--- config.mk ---
export PLATFORM = sky130hd
export DESIGN_NAME = usb_control_register
export DESIGN_NICKNAME = d
export VERILOG_FILES = /design/src/common/usb_ctl_pkg.sv /design/src/common/resume_if.sv /design/src/change_detect.sv /design/src/resume_engine.sv /design/src/usb_control_register.sv
export VERILOG_INCLUDE_DIRS = /design/src /design/src/common
export SDC_FILE = /design/constraint.sdc
export NUM_CORES = 1
export LEC_CHECK = 0
export BUFFER_PORTS_ARGS = -buffer_cell sky130_fd_sc_hd__buf_2
export CAP_MARGIN = 5
export CORE_MARGIN = 2
export CORE_UTILIZATION = 46
export DETAILED_ROUTE_END_ITERATION = 8
export PLACE_DENSITY = 0.84
export SYNTH_ARGS = -nofsm -noshare
export SYNTH_HDL_FRONTEND = slang
export SYNTH_SLANG_ARGS = --single-unit
--- constraint.sdc ---
create_clock -name aclk -period 3.4 [get_ports aclk]
set_clock_uncertainty 0.1 [all_clocks]
set_input_delay 0.17 -clock aclk [delete_from_list [all_inputs] [get_ports aclk]]
set_output_delay 0.17 -clock aclk [all_outputs]
set_load 0.02 [all_outputs]
--- src/common/usb_ctl_consts.svh ---
`ifndef USB_CTL_CONSTS_SVH
`define USB_CTL_CONSTS_SVH

// ----------------------------------------------------------------
// Register map
// ----------------------------------------------------------------
`define CTL_REG_OFFSET   32'h0000_0000
`define CTL_RESET_VALUE  8'h00

// ----------------------------------------------------------------
// Field positions of the control and status word
// ----------------------------------------------------------------
`define BIT_LIVE_J       7
`define BIT_LIVE_SE0     6
`define BIT_PKT_TOK      5
`define BIT_BUS_RST      4
`define BIT_HOST_EN      3
`define BIT_RESUME       2
`define BIT_PPB_RST      1
`define BIT_USB_EN       0

// ----------------------------------------------------------------
// AXI4-Lite responses
// ----------------------------------------------------------------
`define RESP_OKAY        2'b00
`define RESP_SLVERR      2'b10

// ----------------------------------------------------------------
// Timing
// ----------------------------------------------------------------
`define CLK_PERIOD_NS    4
`define LS_EOP_TIME_NS   1333
`define LS_EOP_CYCLES    ((`LS_EOP_TIME_NS + `CLK_PERIOD_NS - 1) / `CLK_PERIOD_NS)
`define EOP_CNT_W        9

`endif

--- src/common/usb_ctl_pkg.sv ---
`include "usb_ctl_consts.svh"

package usb_ctl_pkg;

   // Resume engine states, one-hot
   typedef enum logic [2:0] {
      RES_IDLE  = 3'b001,
      RES_DRIVE = 3'b010,
      RES_EOP   = 3'b100
   } resume_fsm_type;

   // Resume engine state
   typedef struct packed {
      resume_fsm_type             fsm;
      logic [`EOP_CNT_W-1:0]      count;
   } resume_state_type;

   // Register block and bus slave state
   typedef struct packed {
      logic        aw_have;
      logic        aw_hit;
      logic        w_have;
      logic [7:0]  w_data;
      logic        w_lane0;
      logic        bvalid;
      logic [1:0]  bresp;
      logic        rvalid;
      logic [1:0]  rresp;
      logic [31:0] rdata;
      logic        pkt_dis;
      logic        bus_rst;
      logic        host_en;
      logic        resume_en;
      logic        ppb_rst;
      logic        usb_en;
   } ctl_state_type;

endpackage

--- src/common/resume_if.sv ---
`timescale 1ns/10ps
`default_nettype none

// Control of the resume engine
interface resume_if;
   logic resume_en;
   logic host_mode;
   logic abort;
   logic resume_drive;
   logic eop_drive;

   modport ctl (output resume_en, output host_mode, output abort, input resume_drive, input eop_drive);
   modport eng (input resume_en, input host_mode, input abort, output resume_drive, output eop_drive);
endinterface

`default_nettype wire

--- src/change_detect.sv ---
`timescale 1ns/10ps
`default_nettype none

// Pulses for one cycle whenever its input changes value
module change_detect #(
   parameter int W = 1
) (
   // Clock and reset
   input  wire logic         aclk,
   input  wire logic         aresetn,
   // Watched level and change pulse
   input  wire logic [W-1:0] level,
   output logic              changed
);
   import usb_ctl_pkg::*;

   typedef struct packed {
      logic [W-1:0] prev;
   } change_state_type;

   change_state_type q;
   change_state_type d;

   // Remember previous value
   always_comb begin
      d      = q;
      d.prev = level;
   end

   always_ff @(posedge aclk) begin
      if (!aresetn) begin
         q <= '0;
      end else begin
         q <= d;
      end
   end

   assign changed = (level != q.prev);
endmodule

`default_nettype wire

--- src/resume_engine.sv ---
`timescale 1ns/10ps
`default_nettype none
`include "usb_ctl_consts.svh"

// Drives resume signalling and the closing low-speed EOP
module resume_engine #(
   parameter int EOP_CYCLES = `LS_EOP_CYCLES
) (
   // Clock and reset
   input  wire logic aclk,
   input  wire logic aresetn,
   // Control from the register block
   resume_if.eng     rif
);
   import usb_ctl_pkg::*;

   localparam logic [`EOP_CNT_W-1:0] EOP_LAST = `EOP_CNT_W'(EOP_CYCLES - 1);

   resume_state_type q;
   resume_state_type d;

   // State transitions
   always_comb begin
      d = q;
      unique case (q.fsm)
         RES_IDLE: begin
            if (rif.resume_en) begin
               d.fsm = RES_DRIVE;
            end
         end
         RES_DRIVE: begin
            if (!rif.resume_en) begin
               d.count = '0;
               d.fsm   = rif.host_mode ? RES_EOP : RES_IDLE;
            end
         end
         RES_EOP: begin
            if (rif.resume_en) begin
               d.fsm = RES_DRIVE;
            end else if (q.count == EOP_LAST) begin
               d.fsm = RES_IDLE;
            end else begin
               d.count = q.count + `EOP_CNT_W'(1);
            end
         end
      endcase
      // Host logic reset aborts signalling
      if (rif.abort) begin
         d.fsm   = RES_IDLE;
         d.count = '0;
      end
   end

   always_ff @(posedge aclk) begin
      if (!aresetn) begin
         q <= '{fsm: RES_IDLE, count: '0};
      end else begin
         q <= d;
      end
   end

   assign rif.resume_drive = (q.fsm == RES_DRIVE);
   assign rif.eop_drive    = (q.fsm == RES_EOP);
endmodule

`default_nettype wire

--- src/usb_control_register.sv ---
// Contract
// Bit 7 reads 1 live while the receiver sees a J state.
// Bit 6 reads 1 live while a single-ended zero is on the bus.
// Device mode: bit 5 disables packet processing; SETUP token sets it.
// Host mode: bit 5 reads 1 while a token is executing.
// Host software waits for token busy clear before a new token command.
// Host mode: bit 4 written 1 generates bus reset, 0 ends it.
// Bit 3 enables host capability when 1, disables when 0.
// Any change of the host enable bit resets all host control logic.
// Bit 2 drives resume signalling while 1 and stops it at 0.
// Software holds resume 10 ms as function, 25 ms as host.
// Host mode: clearing resume appends a low-speed end-of-packet.
// Bits 31 to 8 read as zero; writes to them do nothing.
// Device software clears packet disable after handling a SETUP.
`timescale 1ns/10ps
`default_nettype none
`include "usb_ctl_consts.svh"

module usb_control_register #(
   parameter int ADDR_W     = 12,
   parameter int EOP_CYCLES = `LS_EOP_CYCLES
) (
   // Clock and reset
   input  wire logic              aclk,
   input  wire logic              aresetn,
   // AXI4-Lite write address
   input  wire logic              s_axi_awvalid,
   output logic                   s_axi_awready,
   input  wire logic [ADDR_W-1:0] s_axi_awaddr,
   input  wire logic [2:0]        s_axi_awprot,
   // AXI4-Lite write data
   input  wire logic              s_axi_wvalid,
   output logic                   s_axi_wready,
   input  wire logic [31:0]       s_axi_wdata,
   input  wire logic [3:0]        s_axi_wstrb,
   // AXI4-Lite write response
   output logic                   s_axi_bvalid,
   input  wire logic              s_axi_bready,
   output logic [1:0]             s_axi_bresp,
   // AXI4-Lite read address
   input  wire logic              s_axi_arvalid,
   output logic                   s_axi_arready,
   input  wire logic [ADDR_W-1:0] s_axi_araddr,
   input  wire logic [2:0]        s_axi_arprot,
   // AXI4-Lite read data
   output logic                   s_axi_rvalid,
   input  wire logic              s_axi_rready,
   output logic [31:0]            s_axi_rdata,
   output logic [1:0]             s_axi_rresp,
   // Line state from the transceiver
   input  wire logic              rx_j_state,
   input  wire logic              rx_se0,
   // Protocol engine status
   input  wire logic              setup_token_rcvd,
   input  wire logic              token_active,
   // Controls to the protocol engine
   output logic                   packet_processing_disable,
   output logic                   host_capability_enable,
   output logic                   host_logic_reset,
   output logic                   bus_reset_generate,
   output logic                   ping_pong_reset,
   output logic                   module_enable,
   // Line signalling requests
   output logic                   resume_drive,
   output logic                   eop_drive
);
   import usb_ctl_pkg::*;

   // ----------------------------------------------------------------
   // Constants and state
   // ----------------------------------------------------------------
   localparam logic [31:0] CTL_OFF = `CTL_REG_OFFSET;

   ctl_state_type q;
   ctl_state_type d;
   logic          aw_fire;
   logic          w_fire;
   logic          ar_fire;
   logic          ar_hit;
   logic          commit;
   logic          host_toggle;
   logic [7:0]    ctl_word;

   resume_if rif ();

   // ----------------------------------------------------------------
   // Bus handshakes
   // ----------------------------------------------------------------

   // Each write channel takes one item, none while a response is pending
   assign s_axi_awready = !q.aw_have && !q.bvalid;
   assign s_axi_wready  = !q.w_have && !q.bvalid;
   assign s_axi_arready = !q.rvalid;

   assign aw_fire = s_axi_awvalid && s_axi_awready;
   assign w_fire  = s_axi_wvalid && s_axi_wready;
   assign ar_fire = s_axi_arvalid && s_axi_arready;
   assign ar_hit  = (s_axi_araddr[ADDR_W-1:2] == CTL_OFF[ADDR_W-1:2]);
   assign commit  = q.aw_have && q.w_have;

   // Live view of the word; upper bits zero
   always_comb begin
      ctl_word                = `CTL_RESET_VALUE;
      ctl_word[`BIT_LIVE_J]   = rx_j_state;
      ctl_word[`BIT_LIVE_SE0] = rx_se0;
      ctl_word[`BIT_PKT_TOK]  = q.host_en ? token_active : q.pkt_dis;
      ctl_word[`BIT_BUS_RST]  = q.bus_rst;
      ctl_word[`BIT_HOST_EN]  = q.host_en;
      ctl_word[`BIT_RESUME]   = q.resume_en;
      ctl_word[`BIT_PPB_RST]  = q.ppb_rst;
      ctl_word[`BIT_USB_EN]   = q.usb_en;
   end

   // ----------------------------------------------------------------
   // Next state
   // ----------------------------------------------------------------
   always_comb begin
      d = q;
      // Capture write address and its decode
      if (aw_fire) begin
         d.aw_have = 1'b1;
         d.aw_hit  = (s_axi_awaddr[ADDR_W-1:2] == CTL_OFF[ADDR_W-1:2]);
      end
      // Capture low byte of write data
      if (w_fire) begin
         d.w_have  = 1'b1;
         d.w_data  = s_axi_wdata[7:0];
         d.w_lane0 = s_axi_wstrb[0];
      end
      // Apply the write once both halves are in
      if (commit) begin
         d.aw_have = 1'b0;
         d.w_have  = 1'b0;
         d.bvalid  = 1'b1;
         d.bresp   = q.aw_hit ? `RESP_OKAY : `RESP_SLVERR;
         if (q.aw_hit && q.w_lane0) begin
            if (!q.host_en) begin
               d.pkt_dis = q.w_data[`BIT_PKT_TOK];
            end
            d.bus_rst   = q.w_data[`BIT_BUS_RST];
            d.host_en   = q.w_data[`BIT_HOST_EN];
            d.resume_en = q.w_data[`BIT_RESUME];
            d.ppb_rst   = q.w_data[`BIT_PPB_RST];
            d.usb_en    = q.w_data[`BIT_USB_EN];
         end
      end
      // SETUP token sets the disable, winning over a clear
      if (setup_token_rcvd && !q.host_en) begin
         d.pkt_dis = 1'b1;
      end
      // Write response retires
      if (q.bvalid && s_axi_bready) begin
         d.bvalid = 1'b0;
      end
      // Read response retires
      if (q.rvalid && s_axi_rready) begin
         d.rvalid = 1'b0;
      end
      // Read takes a snapshot of the live word
      if (ar_fire) begin
         d.rvalid = 1'b1;
         d.rresp  = ar_hit ? `RESP_OKAY : `RESP_SLVERR;
         d.rdata  = ar_hit ? {24'h00_0000, ctl_word} : 32'h0000_0000;
      end
   end

   // State register
   always_ff @(posedge aclk) begin
      if (!aresetn) begin
         q <= '0;
      end else begin
         q <= d;
      end
   end

   // ----------------------------------------------------------------
   // Host enable change detection
   // ----------------------------------------------------------------
   change_detect #(
      .W (1)
   ) u_host_toggle (
      .aclk    (aclk),
      .aresetn (aresetn),
      .level   (q.host_en),
      .changed (host_toggle)
   );

   // ----------------------------------------------------------------
   // Resume engine
   // ----------------------------------------------------------------
   assign rif.resume_en = q.resume_en;
   assign rif.host_mode = q.host_en;
   assign rif.abort     = host_toggle;

   resume_engine #(
      .EOP_CYCLES (EOP_CYCLES)
   ) u_resume (
      .aclk    (aclk),
      .aresetn (aresetn),
      .rif     (rif)
   );

   // ----------------------------------------------------------------
   // Outputs
   // ----------------------------------------------------------------

   // Bus side
   assign s_axi_bvalid = q.bvalid;
   assign s_axi_bresp  = q.bresp;
   assign s_axi_rvalid = q.rvalid;
   assign s_axi_rdata  = q.rdata;
   assign s_axi_rresp  = q.rresp;

   // Engine controls
   assign packet_processing_disable = q.pkt_dis && !q.host_en;
   assign host_capability_enable    = q.host_en;
   assign host_logic_reset          = host_toggle;
   assign bus_reset_generate        = q.bus_rst && q.host_en && !host_toggle;
   assign ping_pong_reset           = q.ppb_rst;
   assign module_enable             = q.usb_en;
   assign resume_drive              = rif.resume_drive;
   assign eop_drive                 = rif.eop_drive;
endmodule

`default_nettype wire

==> results of run 1 <==
[cell families after synthesis]
group / share of synthesized area
multiplexers: 0.07276
adder cells (fa/ha/maj): 0.01202
AO/OA/AOI/OAI: 0.1365
buffers and inverters: 0.1762
XOR/XNOR: 0.008420
flip-flops: 0.3945
other: 0.001802
AND/OR/NAND/NOR: 0.1978
[flip-flops by register name (all words and copies together) (netlist names)]
name / cells
s_axi_rvalid: 1
s_axi_rdata: 8
module_enable: 1
ping_pong_reset: 1
s_axi_bvalid: 1
rif.resume_en: 1
host_capability_enable: 1
u_resume.q: 12
s_axi_bresp: 1
u_host_toggle.q: 1
s_axi_rresp: 1
ctl_word: 1
q: 11
[layout make-up]
| type | instances | area (µm²) | share of cell area |
|---|---|---|---|
| flip-flops and latches | 41 | 820.8 | 0.3540 |
| clock buffers | 5 | 68.82 | 0.02968 |
| multi-input cells | 164 | 987.2 | 0.4258 |
| repair buffers | 61 | 307.8 | 0.1328 |
| inverters | 9 | 33.78 | 0.01457 |
| clock inverters | 2 | 35.03 | 0.01511 |
| well taps | 52 | 65.06 | 0.02806 |
[worst paths after layout]
| path | end | from | cells past startpoint |
|---|---|---|---|
| worst max-delay path | u_resume.q[4] | u_resume.q[1] | 6 |
| worst min-delay path | q[44] | s_axi_wstrb[0] | 3 |
| worst max register to register | u_resume.q[4] | u_resume.q[1] | 6 |
| worst min register to register | q[54] | q[54] | 2 |
[per-layer routing]
layer / global-route usage / vias to the layer above / routed length (µm)
li1: - / 853 / -
met1: 0.1877 / 778 / 1700
met2: 0.2541 / 63 / 1820
met3: 0.05063 / 9 / 302
met4: 0.07966 / 0 / 84
met5: 0 / - / 0
[cells in the final DEF (no fill, tap or decap), types with 2 or more instances in the layout]
cell type and instances:
conb_1 26, nand4_1 4, a21oi_1 13, nand2_1 9
a22oi_1 9, mux2i_1 14, and4b_1 2, inv_1 9
nand3_1 8, or2_2 4, buf_2 60, nand2b_1 4
nor4_1 4, nor3_1 3, and3_1 3, nor2_1 31
o2111ai_1 4, ha_1 2, a2111o_1 6, clkbuf_8 5
xnor2_1 2, dfxtp_1 41
[per-stage QoR]
step	utilization	std cells	worst slack, ps	power (W)
2_1_floorplan	-	263	1456	0.0006319
3_5_place_dp	0.5086	327	1214	0.0006442
6_report	0.5325	334	1183	0.001010
5_1_grt	0.5325	334	1041	0.001053
3_3_place_gp	0.5086	327	1244	0.0006407
4_1_cts	0.5325	334	1187	0.001018
[critical path: cells and delay by family, from the launching register on]
family / cells / cell delay, ps
and+or+nand+nor: 1 / 200
AOI/OAI and AO/OA: 3 / 1200
buffers and inverters: 1 / 70
adders and majority gates: 1 / 170
DFF: 1 / 430
[power groups by stage]
stage / clock (W) / combinational [W] / sequential [W]
final: 0.000377 / 0.000123 / 0.000511
after global routing: 0.000404 / 0.000136 / 0.000513
after CTS: 0.000384 / 0.000123 / 0.000511
after detailed placement: 0 / 0.000123 / 0.000521
after global placement: 0 / 0.000120 / 0.000521
after floorplan: 0 / 0.000116 / 0.000516
==> metrics.txt, run 1 <==
clock-pin slew on the worst setup and hold paths=80 ps; Top FF cell, synth=dfxtp_1; cell-internal power=0.0007557 W; CP Class=reg2reg; share of cells above drive strength 1=0.2660; Vias/cell=5.099; pwr dens=435.7 nW/µm²; CTS Hold Bufs=0; clock network power share=0.373; count leader, synth=dfxtp_1; sw power=0.0002545 W; Pins Over Slew Limit=0; Die ar.=5077 µm²; Clock Tree Buf Depth=2; Root Buffer=clkbuf_8; critical path capture point type=register; Cells after Synth=238; Mapped Area=2081 µm²; fin crit period=2217 ps; Post-CTS Setup Bufs=0; power share of the combinational group=0.122; post-DR wirelength/cell=11.70 µm; Final Instance Area=2318 µm²; worst slew pin tran=612.8 ps; number of distinct library cells after synthesis=40; setup TNS=0 ps; cts bufs inserted=5; maximum cell stage delay along the critical path=650 ps; hold_ws=6.765 ps; first-pass GRT wire length=6.306 mm; DP Wirelength=2.852 mm; H-tree levels=2; Hold Crit Class=in2reg; nets=361; Crit path top cell by count=a2111o_1; I/O pin count=126; final WL=3.908 mm; Post-synth EDFFs=0; switch share=0.2519; Std-Cell Rows=24; Initial DRT Pass Iterations=4; Data required, critical path=3540 ps; R2R Setup Slk=1180 ps; Starting DRT DRC Count=67; sequential power share=0.506; fmax=451.2 MHz; Final period util=0.6519; largest net degree at the start of global routing=31; Total GRT Usage=0.1573; MaxCap Viol Count=0; CORE AREA=4354 µm²; final hold vios=0; gr ovfl total=0; # DRC=0; Synth async-reset ratio=0; Yosys top cell area share=0.3945; ant diodes=0; flops & latches, synth=41; clk sinks=41; crit path DAT=2350 ps; LEAKAGE=1.096 nW; Chip Height=71.26 µm; Initial Utilization=0.4779; DIE WIDTH=71.26 µm; # setup viols final=0; CTS tree=done; routability cong.=0.7464; synth warn=0; DR vias=1703; crit path launch type=register; Placed Instance Area=2215 µm²; worst-path maximum fanout=18; vias in the first global route=1458; area delta synth->final=11.42%; syn avg cell area=8.743 µm²; slowest cell on the critical path=a2111o_1; top cells by count, synth=dfxtp_1 (41), buf_4 (36), nor2_1 (31), mux2i_1 (14), a21oi_1 (13); FILL cells=402; initial antenna violation count=0; synth top area cells=dfxtp_1 (39%), buf_4 (13%), mux2i_1 (6.7%); maximum VDD drop=0.2507 mV; post-route ant nets=0; post-CTS resize count=0; RSZ-0062 raised after global routing=false; port bufs=60; Slew Limit Headroom=0.5915; status=completed; later-pin clock latency in the skew report=300 ps; Synth area leader=dfxtp_1; Seq/Total Area, Yosys=0.3945; worst-path cell chain=inv_1, ha_1, and4b_1, a2111o_1, a2111o_1, o21ai_1
Power figures use the tool's default switching activity.
==> run 2: changes to the inputs <==
Settings changed: CORE_UTILIZATION 46 to 43, PLACE_DENSITY 0.84 to 0.79.
Clock period 3.4 ns to 2.2 ns, I/O delays scaled along.
==> run 2 against run 1 <==
Cell count grew 6.6%. Clock-buffer cell count unchanged. Total power increased by 56%. Critical path depth rose by 1. Sequential share of layout area fell by 2.6 points. Hold slack gained 11 ps. Critical endpoint is now u_resume.q[3].
==> metrics.txt, run 2 (synthesis results as in run 1) <==
status=completed; Die ar.=5411 µm²; Hold Crit Class=in2reg; WHS Path Cells=3; nets=381; Worst Path Buf+Inv=2; CORE AREA=4692 µm²; ant diodes=0; Root Buffer=clkbuf_8; worst-path maximum fanout=12; Final period util=0.8894; Crit path depth=7; Std-Cell Rows=25; Starting DRT DRC Count=124; commonest non-fill, non-tap cell in the layout=buf_2; maximum VDD drop=0.3224 mV; Biggest register=u_resume.q; CTS tree=done; crit path DAT=2090 ps; reg-to-reg endpoint=u_resume.q[3]; DR vias=1769; post-route ant nets=0; hold_ws=17.50 ps; setup TNS=0 ps; R2R Setup Slk=240 ps; Initial DRT Pass Iterations=4; initial antenna violation count=0; MaxCap Viol Count=0; reg2reg path depth=7; Data required, critical path=2330 ps; # DRC=0; Pins Over Slew Limit=0; first-pass GRT wire length=6.672 mm; H-tree levels=2; I/O pin count=126; final WL=4.289 mm; fmax=511.1 MHz; LEAKAGE=1.186 nW; FILL cells=435; Initial Utilization=0.4435; post-DR wirelength/cell=12.05 µm; RSZ-0062 raised after global routing=false; slowest cell on the critical path=a2111o_1; final hold vios=0; CP Class=reg2reg; Total GRT Usage=0.1582; DIE WIDTH=73.56 µm; Reg-to-Reg Start=u_resume.q[1]; port bufs=60; critical path capture point type=register; vias in the first global route=1564; fin crit period=1957 ps; later-pin clock latency in the skew report=280 ps; clock-pin slew on the worst setup and hold paths=70 ps; most frequent cells in the layout=buf_2 (60), dfxtp_1 (41), nor2_1 (31); Post-CTS Setup Bufs=0; largest net degree at the start of global routing=30; pwr dens=630.7 nW/µm²; # setup viols final=0; clk sinks=41; Crit path top cell by count=a2111o_1; area delta synth->final=20.08%; crit path launch type=register; flip-flop count of the largest register after layout=12; routability cong.=0.8147; Finished Core Util=0.5325; Chip Height=73.56 µm; DP Wirelength=2.995 mm; Vias/cell=4.969; Clock Tree Buf Depth=2; cts bufs inserted=5; Top Family by Delay on Critical Path=compound AO/OA/AOI/OAI gates; gr ovfl total=0; worst-path cell chain=inv_1, ha_1, and4b_1, a2111o_1, buf_4, a2111o_1, nand2_1; maximum cell stage delay along the critical path=420 ps; share of cells above drive strength 1=0.2781; Hold Path Origin=s_axi_wdata[2]; terminating pin of the worst hold path=q[47]
[run 2: cell types whose count changed in the layout (fill, tap and decap cells not counted), sizes merged]
cell	change
buf	+9
dlygate4sd3	+11
[run 2: area by class of cell]
type	instances	area, µm²	share of cell area
clock buffers	5	68.82	0.02754
clock inverters	2	35.03	0.01402
inverters	9	33.78	0.01352
multi-input cells	164	987.2	0.3951
flip-flops and latches	41	820.8	0.3285
well taps	54	67.56	0.02704
repair buffers	81	485.5	0.1943
[run 2: where the power goes]
group          switching, W  total, W  internal [W]
logic              0.000127  0.000217     0.0000901
clock network      0.000244  0.000574      0.000330
registers         0.0000191  0.000785      0.000766
[run 2: per-layer routing]
metal	routed length, µm	global-route usage	up-vias
met1	1809	0.1902	805
met5	0	0	-
met4	41	0.05455	0
met3	205	0.02881	2
li1	-	-	896
met2	2233	0.2808	66
[run 2: worst register-to-register path, stage by stage, from the launching register on]
cell and delay (ps):
dfxtp_1 330, inv_1 40, ha_1 160, and4b_1 200, a2111o_1 420, buf_4 180, a2111o_1 420, nand2_1 70
[run 2: worst max-delay path by stage]
stage | start | endpoint
after floorplan | u_resume.q[1] | u_resume.q[6]
after global placement | u_resume.q[1] | u_resume.q[4]
after detailed placement | u_resume.q[1] | u_resume.q[3]
after CTS | u_resume.q[1] | u_resume.q[3]
after global routing | u_resume.q[1] | u_resume.q[4]
final | u_resume.q[1] | u_resume.q[3]
[run 2: metrics by stage]
stage          setup slack [ps]  total power (W)  area (µm²)  cells
2_1_floorplan             255.6        0.0009766        2175    263
3_3_place_gp              273.3        0.0009969        2285    338
3_5_place_dp              250.8         0.001002        2285    338
4_1_cts                   228.0         0.001587        2499    356
5_1_grt                   141.9         0.001635        2499    356
6_report                  243.3         0.001576        2499    356
[run 2: repair_timing]
item / CTS / global route
hold endpoints to repair: 11 / 0
resized for setup: 0 / 0
hold buffers: 11 / 0
